`src/fcdma_pkg.sv`:
```
// Purpose: Shared constants and types for the four-channel cycle-steal DMA.
// Assumes: One clock domain and a plain register port.
// Notes:   Register index is reg_addr[2:0], channel is reg_addr[4:3].
package fcdma_pkg;
  // ----------------------------------------------------------------
  // Sizes
  // ----------------------------------------------------------------
  localparam int NCH = 4;
  localparam int ADDR_W = 24;
  localparam int CNT_W = 16;
  localparam int NPERIPH = 22;
  localparam int XFER_MIN_CYC = 3;
  // ----------------------------------------------------------------
  // Register map
  // ----------------------------------------------------------------
  localparam logic [2:0] REG_SRC = 3'h0;
  localparam logic [2:0] REG_DST = 3'h1;
  localparam logic [2:0] REG_RLD_PTR = 3'h2;
  localparam logic [2:0] REG_CNT = 3'h3;
  localparam logic [2:0] REG_RLD_CNT = 3'h4;
  localparam logic [2:0] REG_SEL = 3'h5;
  localparam logic [2:0] REG_MODE = 3'h6;
  localparam int SEL_SW_BIT = 5;
  localparam int SEL_PEND_BIT = 6;
  localparam int MODE_WIDE_BIT = 2;
  localparam int MODE_DINC_BIT = 3;
  localparam logic [1:0] MODE_OFF = 2'h0;
  localparam logic [1:0] MODE_SINGLE = 2'h1;
  localparam logic [1:0] MODE_REPEAT = 2'h3;
  localparam logic [4:0] CODE_SW = 5'h00;
  localparam logic [4:0] CODE_FALL = 5'h01;
  localparam logic [4:0] CODE_BOTH = 5'h02;
  localparam logic [4:0] CODE_PERIPH0 = 5'h03;
  localparam logic [4:0] CODE_LAST = 5'h18;
  localparam logic [23:0] RST_ADDR = 24'h000000;
  localparam logic [15:0] RST_CNT = 16'h0000;
  localparam logic [15:0] CNT_ONE = 16'h0001;
  // ----------------------------------------------------------------
  // Types
  // ----------------------------------------------------------------
  typedef enum logic [4:0] {
    ST_IDLE = 5'h01,
    ST_READ = 5'h02,
    ST_WRITE = 5'h04,
    ST_PAD = 5'h08,
    ST_HOLD = 5'h10
  } fcdma_state_t;
  typedef struct packed {
    logic [23:0] addr;
    logic [15:0] wdata;
    logic rd;
    logic wr;
    logic wide;
  } fcdma_mem_t;
endpackage

```
`src/fcdma_top.sv`:
```
// Purpose: Four-channel cycle-steal DMA controller.
// Assumes: All inputs synchronous to clock; bus arbiter outside.
// Notes:   One unit per granted bus tenure, then the bus goes back.
// How it works
// - Four channels; each accepted request moves exactly one unit.
// - Bus request goes high when the sequencer is idle and a channel is ready.
// - Per-channel wide bit picks byte or word for every unit.
// - Five-bit source code; code zero plus software bit starts transfer.
// - Codes map to pin falling, both edges, then peripheral requests.
// - Peripheral requests trigger regardless of processor masking.
// - Every peripheral request, selected or not, sets its flag; transfer never clears it.
// - 24-bit addresses; exactly one side fixed, other increments.
// - Incremented address steps by unit size; fixed stays.
// - Sixteen-bit unit counter.
// - Mode 00 off, 01 single, 11 repeat; 00 stops at once.
// - Start only when enabled and count is nonzero.
// - Single mode decrements and stops at zero or written zero.
// - Repeat mode reloads count at zero and keeps serving.
// - Repeat mode reloads moving pointer when count goes one to zero.
// - Repeat stops when disabled or count and reload both zero.
// - Channel interrupt pulses only on count one to zero.
// - Fixed priority: channel 0 highest, channel 3 lowest.
// - A unit takes at least three clock cycles.
// - After a unit, wait one processor access before next grant.
// - One pending flag per channel, cleared when bus is taken.
// - Requests sampled each clock; same-cycle requests set together.
`timescale 1ns/100ps
module fcdma_top (
  input wire logic clock,
  input wire logic rstn,
  input wire logic [4:0] reg_addr,
  input wire logic [31:0] reg_wdata,
  input wire logic reg_wr,
  input wire logic reg_rd,
  output logic [31:0] reg_rdata,
  input wire logic [3:0] ext_irq_pin,
  input wire logic [21:0] periph_req,
  output logic [21:0] periph_ir_set,
  output logic bus_req,
  input wire logic bus_gnt,
  input wire logic cpu_access_done,
  output fcdma_pkg::fcdma_mem_t mem_req,
  input wire logic [15:0] mem_rdata,
  input wire logic mem_ack,
  output logic [3:0] dma_irq
);
  // ----------------------------------------------------------------
  // Helpers
  // ----------------------------------------------------------------
  function automatic logic src_hit(input logic [4:0] code,
                                   input logic sw,
                                   input logic fall,
                                   input logic rise,
                                   input logic [21:0] pr);
    logic [4:0] k;
    k = code - fcdma_pkg::CODE_PERIPH0;
    if (code == fcdma_pkg::CODE_SW) begin
      src_hit = sw;
    end else if (code == fcdma_pkg::CODE_FALL) begin
      src_hit = fall;
    end else if (code == fcdma_pkg::CODE_BOTH) begin
      src_hit = fall | rise;
    end else if (code <= fcdma_pkg::CODE_LAST) begin
      src_hit = pr[k];
    end else begin
      src_hit = 1'b0;
    end
  endfunction

  function automatic logic [23:0] unit_step(input logic wide);
    unit_step = wide ? 24'h000002 : 24'h000001;
  endfunction

  function automatic logic [1:0] pick_first(input logic [3:0] rdy);
    if (rdy[0]) begin
      pick_first = 2'h0;
    end else if (rdy[1]) begin
      pick_first = 2'h1;
    end else if (rdy[2]) begin
      pick_first = 2'h2;
    end else begin
      pick_first = 2'h3;
    end
  endfunction

  // ----------------------------------------------------------------
  // State
  // ----------------------------------------------------------------
  logic [23:0] src_ff [4];
  logic [23:0] dst_ff [4];
  logic [23:0] rld_ptr_ff [4];
  logic [15:0] cnt_ff [4];
  logic [15:0] rld_cnt_ff [4];
  logic [4:0] code_ff [4];
  logic [1:0] mode_ff [4];
  logic [3:0] pend_ff, wide_ff, dinc_ff;
  logic [23:0] nxt_src [4];
  logic [23:0] nxt_dst [4];
  logic [23:0] nxt_rld_ptr [4];
  logic [15:0] nxt_cnt [4];
  logic [15:0] nxt_rld_cnt [4];
  logic [4:0] nxt_code [4];
  logic [1:0] nxt_mode [4];
  logic [3:0] nxt_pend, nxt_wide, nxt_dinc, nxt_irq;
  logic [15:0] eff [4];
  logic [3:0] en, ready, hit, sw_hit, fall, rise;
  logic [3:0] pin_prev_ff, irq_ff;
  fcdma_pkg::fcdma_state_t state_ff, nxt_state;
  fcdma_pkg::fcdma_mem_t mem_ff, nxt_mem;
  logic [1:0] cur_ff, pick;
  logic [31:0] rdata_ff, rd_val;
  logic [21:0] ir_set_ff;
  logic take, done;
  logic [1:0] wch;
  logic [2:0] wreg;
  logic [15:0] eff_cur;

  // ----------------------------------------------------------------
  // Request sampling and arbitration
  // ----------------------------------------------------------------
  // Pins are active low, so a falling edge is the asserting one.
  assign fall = pin_prev_ff & ~ext_irq_pin;
  assign rise = ~pin_prev_ff & ext_irq_pin;
  assign wch = reg_addr[4:3];
  assign wreg = reg_addr[2:0];
  assign take = (state_ff == fcdma_pkg::ST_IDLE) & bus_gnt & bus_req;
  assign done = (state_ff == fcdma_pkg::ST_PAD);
  assign pick = pick_first(ready);
  assign bus_req = (state_ff == fcdma_pkg::ST_IDLE) & (|ready);
  assign eff_cur = eff[cur_ff];

  always_comb begin
    for (int i = 0; i < fcdma_pkg::NCH; i++) begin
      sw_hit[i] = reg_wr & (wch == 2'(i)) & (wreg == fcdma_pkg::REG_SEL)
                  & reg_wdata[fcdma_pkg::SEL_SW_BIT];
      // Processor masks never reach here, only raw requests.
      hit[i] = src_hit(code_ff[i], sw_hit[i], fall[i], rise[i],
                       periph_req);
      en[i] = (mode_ff[i] == fcdma_pkg::MODE_SINGLE) |
              (mode_ff[i] == fcdma_pkg::MODE_REPEAT);
      // A repeat channel left at zero with a nonzero reload restarts.
      eff[i] = ((cnt_ff[i] == fcdma_pkg::RST_CNT) &&
                (mode_ff[i] == fcdma_pkg::MODE_REPEAT)) ?
               rld_cnt_ff[i] : cnt_ff[i];
      ready[i] = pend_ff[i] & en[i] &
                 (eff[i] != fcdma_pkg::RST_CNT);
    end
  end

  // ----------------------------------------------------------------
  // Channel registers
  // ----------------------------------------------------------------
  always_comb begin
    for (int i = 0; i < fcdma_pkg::NCH; i++) begin
      nxt_src[i] = src_ff[i];
      nxt_dst[i] = dst_ff[i];
      nxt_rld_ptr[i] = rld_ptr_ff[i];
      nxt_cnt[i] = cnt_ff[i];
      nxt_rld_cnt[i] = rld_cnt_ff[i];
      nxt_code[i] = code_ff[i];
      nxt_mode[i] = mode_ff[i];
      nxt_pend[i] = pend_ff[i];
      nxt_wide[i] = wide_ff[i];
      nxt_dinc[i] = dinc_ff[i];
      nxt_irq[i] = done & (cur_ff == 2'(i)) &
                   (eff[i] == fcdma_pkg::CNT_ONE);
      if (done && cur_ff == 2'(i)) begin
        if (dinc_ff[i]) begin
          nxt_dst[i] = dst_ff[i] + unit_step(wide_ff[i]);
        end else begin
          nxt_src[i] = src_ff[i] + unit_step(wide_ff[i]);
        end
        nxt_cnt[i] = eff[i] - fcdma_pkg::CNT_ONE;
        if (eff[i] == fcdma_pkg::CNT_ONE &&
            mode_ff[i] == fcdma_pkg::MODE_REPEAT) begin
          nxt_cnt[i] = rld_cnt_ff[i];
          if (dinc_ff[i]) begin
            nxt_dst[i] = rld_ptr_ff[i];
          end else begin
            nxt_src[i] = rld_ptr_ff[i];
          end
        end
      end
      // A software write in the same cycle as a completion wins.
      if (reg_wr && wch == 2'(i)) begin
        case (wreg)
          fcdma_pkg::REG_SRC: nxt_src[i] = reg_wdata[23:0];
          fcdma_pkg::REG_DST: nxt_dst[i] = reg_wdata[23:0];
          fcdma_pkg::REG_RLD_PTR: nxt_rld_ptr[i] = reg_wdata[23:0];
          fcdma_pkg::REG_CNT: nxt_cnt[i] = reg_wdata[15:0];
          fcdma_pkg::REG_RLD_CNT: nxt_rld_cnt[i] = reg_wdata[15:0];
          fcdma_pkg::REG_SEL: nxt_code[i] = reg_wdata[4:0];
          fcdma_pkg::REG_MODE: begin
            nxt_mode[i] = reg_wdata[1:0];
            nxt_wide[i] = reg_wdata[fcdma_pkg::MODE_WIDE_BIT];
            nxt_dinc[i] = reg_wdata[fcdma_pkg::MODE_DINC_BIT];
          end
          default: nxt_code[i] = code_ff[i];
        endcase
      end
      if (take && pick == 2'(i)) begin
        nxt_pend[i] = 1'b0;
      end
      // A request in the grant cycle is kept, not lost.
      if (hit[i] && en[i]) begin
        nxt_pend[i] = 1'b1;
      end
      // A request that meets an empty count must not start a transfer
      // later, when software loads a new count.
      if (eff[i] == fcdma_pkg::RST_CNT) begin
        nxt_pend[i] = 1'b0;
      end
      if (reg_wr && wch == 2'(i) && wreg == fcdma_pkg::REG_MODE &&
          reg_wdata[1:0] == fcdma_pkg::MODE_OFF) begin
        nxt_pend[i] = 1'b0;
      end
    end
  end

  always_ff @(posedge clock or negedge rstn) begin
    if (!rstn) begin
      for (int i = 0; i < fcdma_pkg::NCH; i++) begin
        src_ff[i] <= fcdma_pkg::RST_ADDR;
        dst_ff[i] <= fcdma_pkg::RST_ADDR;
        rld_ptr_ff[i] <= fcdma_pkg::RST_ADDR;
        cnt_ff[i] <= fcdma_pkg::RST_CNT;
        rld_cnt_ff[i] <= fcdma_pkg::RST_CNT;
        code_ff[i] <= fcdma_pkg::CODE_SW;
        mode_ff[i] <= fcdma_pkg::MODE_OFF;
      end
      pend_ff <= 4'h0;
      wide_ff <= 4'h0;
      dinc_ff <= 4'h0;
      irq_ff <= 4'h0;
    end else begin
      src_ff <= nxt_src;
      dst_ff <= nxt_dst;
      rld_ptr_ff <= nxt_rld_ptr;
      cnt_ff <= nxt_cnt;
      rld_cnt_ff <= nxt_rld_cnt;
      code_ff <= nxt_code;
      mode_ff <= nxt_mode;
      pend_ff <= nxt_pend;
      wide_ff <= nxt_wide;
      dinc_ff <= nxt_dinc;
      irq_ff <= nxt_irq;
    end
  end

  // ----------------------------------------------------------------
  // Transfer sequencer
  // ----------------------------------------------------------------
  // Read, write and a closing cycle give at least three cycles.
  always_comb begin
    nxt_state = state_ff;
    nxt_mem = mem_ff;
    case (state_ff)
      fcdma_pkg::ST_IDLE: begin
        if (take) begin
          nxt_state = fcdma_pkg::ST_READ;
          nxt_mem.addr = src_ff[pick];
          nxt_mem.rd = 1'b1;
          nxt_mem.wide = wide_ff[pick];
        end
      end
      fcdma_pkg::ST_READ: begin
        if (mem_ack) begin
          nxt_state = fcdma_pkg::ST_WRITE;
          nxt_mem.rd = 1'b0;
          nxt_mem.wr = 1'b1;
          nxt_mem.addr = dst_ff[cur_ff];
          nxt_mem.wdata = mem_ff.wide ? mem_rdata :
                          {8'h00, mem_rdata[7:0]};
        end
      end
      fcdma_pkg::ST_WRITE: begin
        if (mem_ack) begin
          nxt_state = fcdma_pkg::ST_PAD;
          nxt_mem.wr = 1'b0;
        end
      end
      fcdma_pkg::ST_PAD: nxt_state = fcdma_pkg::ST_HOLD;
      fcdma_pkg::ST_HOLD: begin
        if (cpu_access_done) begin
          nxt_state = fcdma_pkg::ST_IDLE;
        end
      end
      default: nxt_state = fcdma_pkg::ST_IDLE;
    endcase
  end

  always_ff @(posedge clock or negedge rstn) begin
    if (!rstn) begin
      state_ff <= fcdma_pkg::ST_IDLE;
      mem_ff <= '0;
      cur_ff <= 2'h0;
      pin_prev_ff <= 4'hf;
      ir_set_ff <= 22'h000000;
    end else begin
      state_ff <= nxt_state;
      mem_ff <= nxt_mem;
      cur_ff <= take ? pick : cur_ff;
      pin_prev_ff <= ext_irq_pin;
      ir_set_ff <= periph_req;
    end
  end

  // ----------------------------------------------------------------
  // Register read port
  // ----------------------------------------------------------------
  always_comb begin
    rd_val = 32'h00000000;
    case (wreg)
      fcdma_pkg::REG_SRC: rd_val = {8'h00, src_ff[wch]};
      fcdma_pkg::REG_DST: rd_val = {8'h00, dst_ff[wch]};
      fcdma_pkg::REG_RLD_PTR: rd_val = {8'h00, rld_ptr_ff[wch]};
      fcdma_pkg::REG_CNT: rd_val = {16'h0000, cnt_ff[wch]};
      fcdma_pkg::REG_RLD_CNT: rd_val = {16'h0000, rld_cnt_ff[wch]};
      fcdma_pkg::REG_SEL: rd_val = {25'h0000000, pend_ff[wch], 1'b0,
                                    code_ff[wch]};
      fcdma_pkg::REG_MODE: rd_val = {28'h0000000, dinc_ff[wch],
                                     wide_ff[wch], mode_ff[wch]};
      default: rd_val = 32'h00000000;
    endcase
  end

  always_ff @(posedge clock or negedge rstn) begin
    if (!rstn) begin
      rdata_ff <= 32'h00000000;
    end else begin
      rdata_ff <= reg_rd ? rd_val : 32'h00000000;
    end
  end

  assign reg_rdata = rdata_ff;
  assign mem_req = mem_ff;
  assign dma_irq = irq_ff;
  assign periph_ir_set = ir_set_ff;

  // ----------------------------------------------------------------
  // Checks
  // ----------------------------------------------------------------
  logic [3:0] busy_cnt_ff;
  always_ff @(posedge clock or negedge rstn) begin
    if (!rstn) begin
      busy_cnt_ff <= 4'h0;
    end else if (take) begin
      busy_cnt_ff <= 4'h0;
    end else if (state_ff != fcdma_pkg::ST_IDLE &&
                 state_ff != fcdma_pkg::ST_HOLD && busy_cnt_ff != 4'hf) begin
      busy_cnt_ff <= busy_cnt_ff + 4'h1;
    end
  end

  property p_prio;
    @(posedge clock) disable iff (!rstn)
      take |-> ((ready & ((4'h1 << pick) - 4'h1)) == 4'h0);
  endproperty
  a_prio: assert property (p_prio)
    else $error("lower channel served before a ready higher one");

  property p_pend_clr;
    @(posedge clock) disable iff (!rstn)
      (take && !hit[pick]) |=> !pend_ff[$past(pick)];
  endproperty
  a_pend_clr: assert property (p_pend_clr)
    else $error("pending flag survived bus grant");

  property p_irq_cause;
    @(posedge clock) disable iff (!rstn)
      (dma_irq != 4'h0) |-> $past(done && eff_cur == 16'h0001);
  endproperty
  a_irq_cause: assert property (p_irq_cause)
    else $error("channel interrupt without count one to zero");

  property p_irq_fire;
    @(posedge clock) disable iff (!rstn)
      (done && eff_cur == 16'h0001) |=> dma_irq[$past(cur_ff)];
  endproperty
  a_irq_fire: assert property (p_irq_fire)
    else $error("count reached zero without interrupt");

  property p_min_cyc;
    @(posedge clock) disable iff (!rstn)
      done |-> (busy_cnt_ff >= 4'(fcdma_pkg::XFER_MIN_CYC - 1));
  endproperty
  a_min_cyc: assert property (p_min_cyc)
    else $error("unit finished in under three cycles");

  property p_release;
    @(posedge clock) disable iff (!rstn)
      done |=> !bus_req throughout
        (state_ff == fcdma_pkg::ST_HOLD) [*1];
  endproperty
  a_release: assert property (p_release)
    else $error("bus not released after a unit");

  property p_hold_wait;
    @(posedge clock) disable iff (!rstn)
      (state_ff == fcdma_pkg::ST_HOLD && !cpu_access_done) |=>
        (state_ff == fcdma_pkg::ST_HOLD);
  endproperty
  a_hold_wait: assert property (p_hold_wait)
    else $error("next grant before a processor access");

  property p_start_ok;
    @(posedge clock) disable iff (!rstn)
      take |-> (en[pick] && eff[pick] != 16'h0000);
  endproperty
  a_start_ok: assert property (p_start_ok)
    else $error("transfer started on disabled or empty channel");

  property p_reload;
    @(posedge clock) disable iff (!rstn)
      (done && eff_cur == 16'h0001 && !reg_wr &&
       mode_ff[cur_ff] == fcdma_pkg::MODE_REPEAT) |=>
        (cnt_ff[$past(cur_ff)] == $past(rld_cnt_ff[cur_ff]));
  endproperty
  a_reload: assert property (p_reload)
    else $error("repeat count not reloaded");

  property p_req_out;
    @(posedge clock) disable iff (!rstn)
      (state_ff == fcdma_pkg::ST_IDLE && ready != 4'h0) |-> bus_req;
  endproperty
  a_req_out: assert property (p_req_out)
    else $error("ready channel without bus request");
endmodule

```
`config.mk`:
```
export PLATFORM = sky130hd
export DESIGN_NAME = fcdma_top
export DESIGN_NICKNAME = d
export VERILOG_FILES = /design/src/fcdma_pkg.sv /design/src/fcdma_top.sv
export SDC_FILE = /design/constraint.sdc
export NUM_CORES = 2
export LEC_CHECK = 0
export ABC_CLOCK_PERIOD_IN_PS = 7800
export BUFFER_PORTS_ARGS = -buffer_cell sky130_fd_sc_hd__buf_4
export CAP_MARGIN = 20
export CORE_MARGIN = 2
export CORE_UTILIZATION = 60
export CTS_CLUSTER_DIAMETER = 80
export DETAILED_ROUTE_END_ITERATION = 10
export PLACE_DENSITY_LB_ADDON = 0.25
export SLEW_MARGIN = 20
export SYNTH_ARGS = -nofsm -noshare
export SYNTH_HDL_FRONTEND = slang
export SYNTH_SLANG_ARGS = --single-unit
```
`constraint.sdc`:
```
create_clock -name clock -period 7.8 [get_ports clock]
set_input_delay 1.56 -clock clock [delete_from_list [all_inputs] [get_ports clock]]
set_output_delay 1.56 -clock clock [all_outputs]
set_load 0.02 [all_outputs]
```
Word-level counts from Yosys, hierarchy flattened
Cells that the tools add are included.
{"block": "totals", "ff_bits": 568, "word_cells": 416}
{"block": "op_classes", "bitwise": 46, "n_reduce_logical": 81, "n_lt_le_gt_ge": 13, "add_sub_neg": 16, "eq_ne": 44, "mux": 165}
{"cell": "two-way mux 24 bit", "count": 59}
{"cell": "two-way mux 16 bit", "count": 25}
{"cell": "binary-select mux 24 bit (select 2 bit)", "count": 5}
{"cell": "one-hot mux 24 bit (7 select lines)", "count": 1}
{"cell": "logical NOT 16 bit", "count": 8}
{"cell": "adder 24 x 2 -> 24 bit", "count": 4}
{"cell": "adder 24 bit", "count": 4}
{"cell": "binary-select mux 16 bit (select 2 bit)", "count": 2}
{"cell": "equality test 16 x 1 -> 1 bit (second input constant)", "count": 4}
{"cell": "nonzero test 16 bit", "count": 4}
{"cell": "subtractor 16 x 1 -> 16 bit (second input constant)", "count": 4}
{"cell": "one-hot mux 24 bit (2 select lines)", "count": 1}
{"cell": "two-way mux 1 bit", "count": 43}
{"cell": "two-way mux 42 bit", "count": 1}
{"cell": "AND reduction 2 bit", "count": 18}
{"cell": "logical AND 1 bit", "count": 32}
{"cell": "two-way mux 32 bit", "count": 1}
{"cell": "bitwise AND 1 bit", "count": 31}
{"cell": "two-way mux 5 bit", "count": 6}
{"cell": "equality test 5 x 1 -> 1 bit (second input constant)", "count": 5}
{"cell": "equality test 5 x 2 -> 1 bit (second input constant)", "count": 5}
{"cell": "one-hot mux 5 bit (5 select lines)", "count": 1}
{"cell": "< comparator 5 x 6 -> 1 bit (second input constant)", "count": 4}
{"cell": "binary-select mux 1 bit (select 5 bit)", "count": 4}
{"cell": "other kinds (30)", "count": 93}

Depth between registers and ports, before layout
{"block": "logic_depth", "word_depth": 14, "ltp_mapped": 16}

Worst setup path before layout
OpenSTA, ideal clock, no wires.
{"block": "synth_timing", "kind": "register to output", "from": "register cnt_ff[42] in the netlist's numbering", "to": "output port bus_req", "path_buffers": 3, "slack_ns": 2.881, "t_arrival_ns": 3.359, "required_ns": 6.240, "path_stages_with_launch": 14, "path_cell_list": "dfrtp_1 nor4_1 nand3_1 nor2_1 clkbuf_1 buf_1 a21oi_1 ha_1 nand2_1 a211o_1 o211a_1 buf_1 nor4_1 nor2_1"}
{"block": "synth_between", "elab_chain_cells": 7}
{"element": "start: declaration", "line_no": "fcdma_top.sv:92", "source": "logic [15:0] cnt_ff [4];"}
{"element": "start signal: indexed assignment", "line_no": "fcdma_top.sv:226", "source": "cnt_ff[i] <= fcdma_pkg::RST_CNT;"}
{"element": "start signal: assignment", "line_no": "fcdma_top.sv:239", "source": "cnt_ff <= nxt_cnt;"}
{"element": "logical NOT 16 bit", "line_no": "fcdma_top.sv:142", "source": "eff[i] = ((cnt_ff[i] == fcdma_pkg::RST_CNT) &&"}
{"element": "logical AND 1 bit", "line_no": "fcdma_top.sv:142"}
{"element": "two-way mux 16 bit (*)", "line_no": "fcdma_top.sv:143", "source": "(mode_ff[i] == fcdma_pkg::MODE_REPEAT)) ?"}
{"element": "nonzero test 16 bit (*)", "line_no": "fcdma_top.sv:146", "source": "(eff[i] != fcdma_pkg::RST_CNT);"}
{"element": "bitwise AND 1 bit (*)", "line_no": "fcdma_top.sv:145", "source": "ready[i] = pend_ff[i] & en[i] &"}
{"element": "OR reduction 4 bit (*)", "line_no": "fcdma_top.sv:129", "source": "assign bus_req = (state_ff == fcdma_pkg::ST_IDLE) & (|ready);"}
{"element": "bitwise AND 1 bit (*)", "line_no": "fcdma_top.sv:129"}
{"element": "end: declaration", "line_no": "fcdma_top.sv:39", "source": "output logic bus_req,"}
Every way passes the cells marked *; elsewhere a longest branch is shown, timed or not.

Worst setup path in the final report
{"block": "layout_timing", "from": "register cnt_ff[24] in the netlist's numbering", "to": "output port bus_req"}
The elaborated chain is that of the path after synthesis.

==> impl_metrics.csv <==
group,metric,value,unit
min_path,hp-class,"reg2reg",
critical_path,critPathCaptureType,"output port",
placed_design,place_ws,2.39,ns
critical_path,worstSetupPathType,"reg2out",
layout,syn_to_final_growth,9.90,%
grt,grt_pass1_vias,36300,
routing,drcViolationCount,0,
logic_synthesis,ys.flop_type,"dfrtp_1",
logic_synthesis,syn_area,39600,sq um
die,die_area,68000,sq um
layout,drive_above_1_share,0.173,
timing,worstMarginPinSlew,1.13,ns
layout,nFillCells,5426,
clock_network,cts.path.max_buffers,3,
grt,grt_use_total,0.477,
logic_synthesis,synth.distinct_cells,100,
clock_network,cts_root_buf,"clkbuf_16",
clock_network,ctsResizeCount,0,
critical_path,cp-start-kind,"flip-flop",
timing,fin_tns_setup,0,ns
logic_synthesis,netlist_instances,4494,
die,rows,94,
power_and_ir_drop,total_power,11800,uW
routing,vias,39900,
layout,stdcell_count,5365,
timing,finalCritPeriodShare,0.802,
routing,routed_wl,164,mm
timing,drv_slew,0,
routing,ant_nets,0,
routing,routedWlPerCell,30.7,microns
grt,grt_max_degree,165,
die,die_w,261,microns
power_and_ir_drop,p_leak,0.0172,uW
timing,fmax,0.160,GHz
logic_synthesis,synth-warning-count,0,
flow_run,cap_violations,0,
routing,viasPerCell,7.44,
clock_network,holdBufCountCts,0,
routing,first_iter_violations,7012,
clock_network,clock-sinks,560,
clock_network,cts_made_buffers,67,
power_and_ir_drop,ir_drop,197,uV
routing,dr.pass1.iters,8,
critical_path,crit_top_cell,"nor2_1",
layout,final_cell_area,43500,sq um
die,core,65500,sq um
placed_design,placedCellCount,5232,
critical_path,cp-startpoint,"cnt_ff[24]",
timing,rsz0062_at_grt,"no",
critical_path,reg2reg_from,"cnt_ff[24]",
timing,relSlewSlack,0.243,
timing,finalCriticalPeriod,6.26,ns
clock_network,clkTransAtPathRegs,0.06,ns
placed_design,gp_congestion,1.08,
logic_synthesis,synth_area_per_cell,8.81,sq um
timing,setup_violations,0,
die,initial_utilization,0.604,
placed_design,post-dp-hpwl,116,mm
clock_network,clk-insertion-delay-late,0.63,ns
timing,hold_viol,0,
logic_synthesis,synth-edff-count,0,
clock_network,h-tree-depth,3,
grt,overflow,0,
timing,setup_ws,1.54,ns
die,io_pins,188,
critical_path,path_max_fanout,9,
timing,finClkSkew,0.0200,ns
placed_design,dpl_cell_area,41200,sq um
min_path,hold_start,"mem_req[17]",
clock_network,post_cts_buffers,0,
grt,antenna_found_initial,7,
critical_path,slowest_delay,0.73,ns
logic_synthesis,ys_async_sr_fraction,1.00,
critical_path,critPathArrivalTime,4.70,ns
layout,final_nets,4576,
power_and_ir_drop,powerDensity,271,nW/um^2
critical_path,critPathRequiredTime,6.24,ns
clock_network,cts_tree,"done",
grt,grt_pass1_wl,238,mm
logic_synthesis,ys_seq_elements,560,
status,status,"finished, final reports clean",
die,die_y,261,microns
logic_synthesis,seq_area_frac_synth,0.354,
placed_design,port_buffers,171,
critical_path,crit_path_top_delay_cell,"nor4_1",
critical_path,path_cells,"nor4_1, nand4_1, nor2_1, a21oi_1, ha_1, nand2_1, o41a_1, nor4_2, nor2_1, buf_4",
cells in the mapped netlist (all sizes together) (86+ instances only):
library cell | instances | share of area
nand3 | 157 | 0.020
inv | 100 | 0.0095
nor2 | 382 | 0.036
nor3 | 126 | 0.016
clkbuf | 316 | 0.030
mux4 | 159 | 0.090
dfrtp | 555 | 0.35
o21ai | 340 | 0.043
a21oi | 312 | 0.039
a31oi | 101 | 0.016
mux2 | 186 | 0.053
o31ai | 86 | 0.016
nand2 | 534 | 0.051
final cells by class:
class / count / area, sq um / area share
multi-input combinational: 3464 / 23900 / 0.549
clock inverter: 27 / 318 / 0.00731
inverter: 101 / 379 / 0.00871
timing repair buffer: 244 / 1870 / 0.0431
clock buffer: 95 / 1940 / 0.0447
antenna: 10 / 25.0 / 0.000575
sequential: 560 / 14000 / 0.322
tap: 864 / 1080 / 0.0249
worst paths after layout:
path                                    end  slack (ns)  depth (start not counted)
worst max-delay path                bus_req        1.54                         10
worst min-delay path            mem_req[17]        0.47                          2
worst max register to register   cnt_ff[28]        2.45                         12
worst min register to register  mem_req[17]        0.47                          2
max in group asynchronous        mem_req[3]        5.37                          2
min in group asynchronous        cnt_ff[56]        0.97                          1
kinds of logic after synthesis:
kind of cell | after synthesis | share of synthesized area
AO/OA/AOI/OAI | 1358 | 0.223
XOR/XNOR | 8 | 0.00177
adder cells (fa/ha/maj) | 52 | 0.0180
buffers and inverters | 477 | 0.0475
flip-flops | 560 | 0.354
multiplexers | 389 | 0.155
other | 1 | 0.0000947
AND/OR/NAND/NOR | 1649 | 0.201
report_power, final:
group | total, uW | leakage, uW | switching, uW | internal [uW]
Combinational | 3560 | 0.00927 | 1950 | 1600
Clock | 3290 | 0.00110 | 1370 | 1920
Sequential | 4940 | 0.00681 | 1450 | 3490
through the flow:
step	hold WS [ns]	util
final	0.467	0.664
after CTS	0.471	0.664
after detailed placement	0.458	0.629
after floorplan	0.480	-
after global placement	0.453	0.629
after global routing	0.497	0.664
flip-flops by register name, summed over array words and instances (netlist names):
register / cells
pin_prev_ff: 4
dst_ff: 96
reg_rdata: 24
mode_ff: 8
state_ff: 5
mem_req: 43
wide_ff: 4
cnt_ff: 64
code_ff: 20
periph_ir_set: 22
src_ff: 96
rld_ptr_ff: 96
rld_cnt_ff: 64
dinc_ff: 4
dma_irq: 4
pend_ff: 4
cur_ff: 2
critical path, delay by kind of cell (launching register included):
kind,cells,cell delay (ns)
AO/OA/AOI/OAI,2,0.67
adder cells (fa/ha/maj),1,0.34
buffers and inverters,1,0.15
flip-flops,1,0.54
AND/OR/NAND/NOR,6,2.37
placed cells by master (no fill, tap or decap), types with 16 or more instances in the layout:
master,n
nor2_1,373
o21a_1,23
mux2i_1,44
dfrtp_1,554
o21ai_1,37
ha_1,44
o221ai_1,19
a22oi_1,23
a22o_1,16
o21ai_0,303
nand2_1,534
a31oi_1,101
buf_4,238
mux2_2,185
a21o_1,48
o31ai_1,86
or2_2,20
o211ai_1,42
and2_1,36
nor3b_1,17
and3_1,57
or3_1,45
o22ai_1,57
nand4_1,63
nor3_1,123
a211oi_1,37
o22a_1,23
and4_1,18
a311oi_1,16
or4_1,21
clkbuf_16,68
mux4_2,159
nand2b_1,33
nor4_1,48
nand3_1,156
inv_1,99
a21oi_1,312
nor2b_1,20
a2bb2oi_1,33
routing by layer:
layer,global-route usage,up-vias,routed length (microns)
li1,-,16800,-
met1,0.650,19400,60100
met2,0.618,3223,64000
met3,0.273,476,33000
met4,0.178,8,7020
met5,0.0249,-,326
No activity file was read; power rests on OpenSTA's default activity.
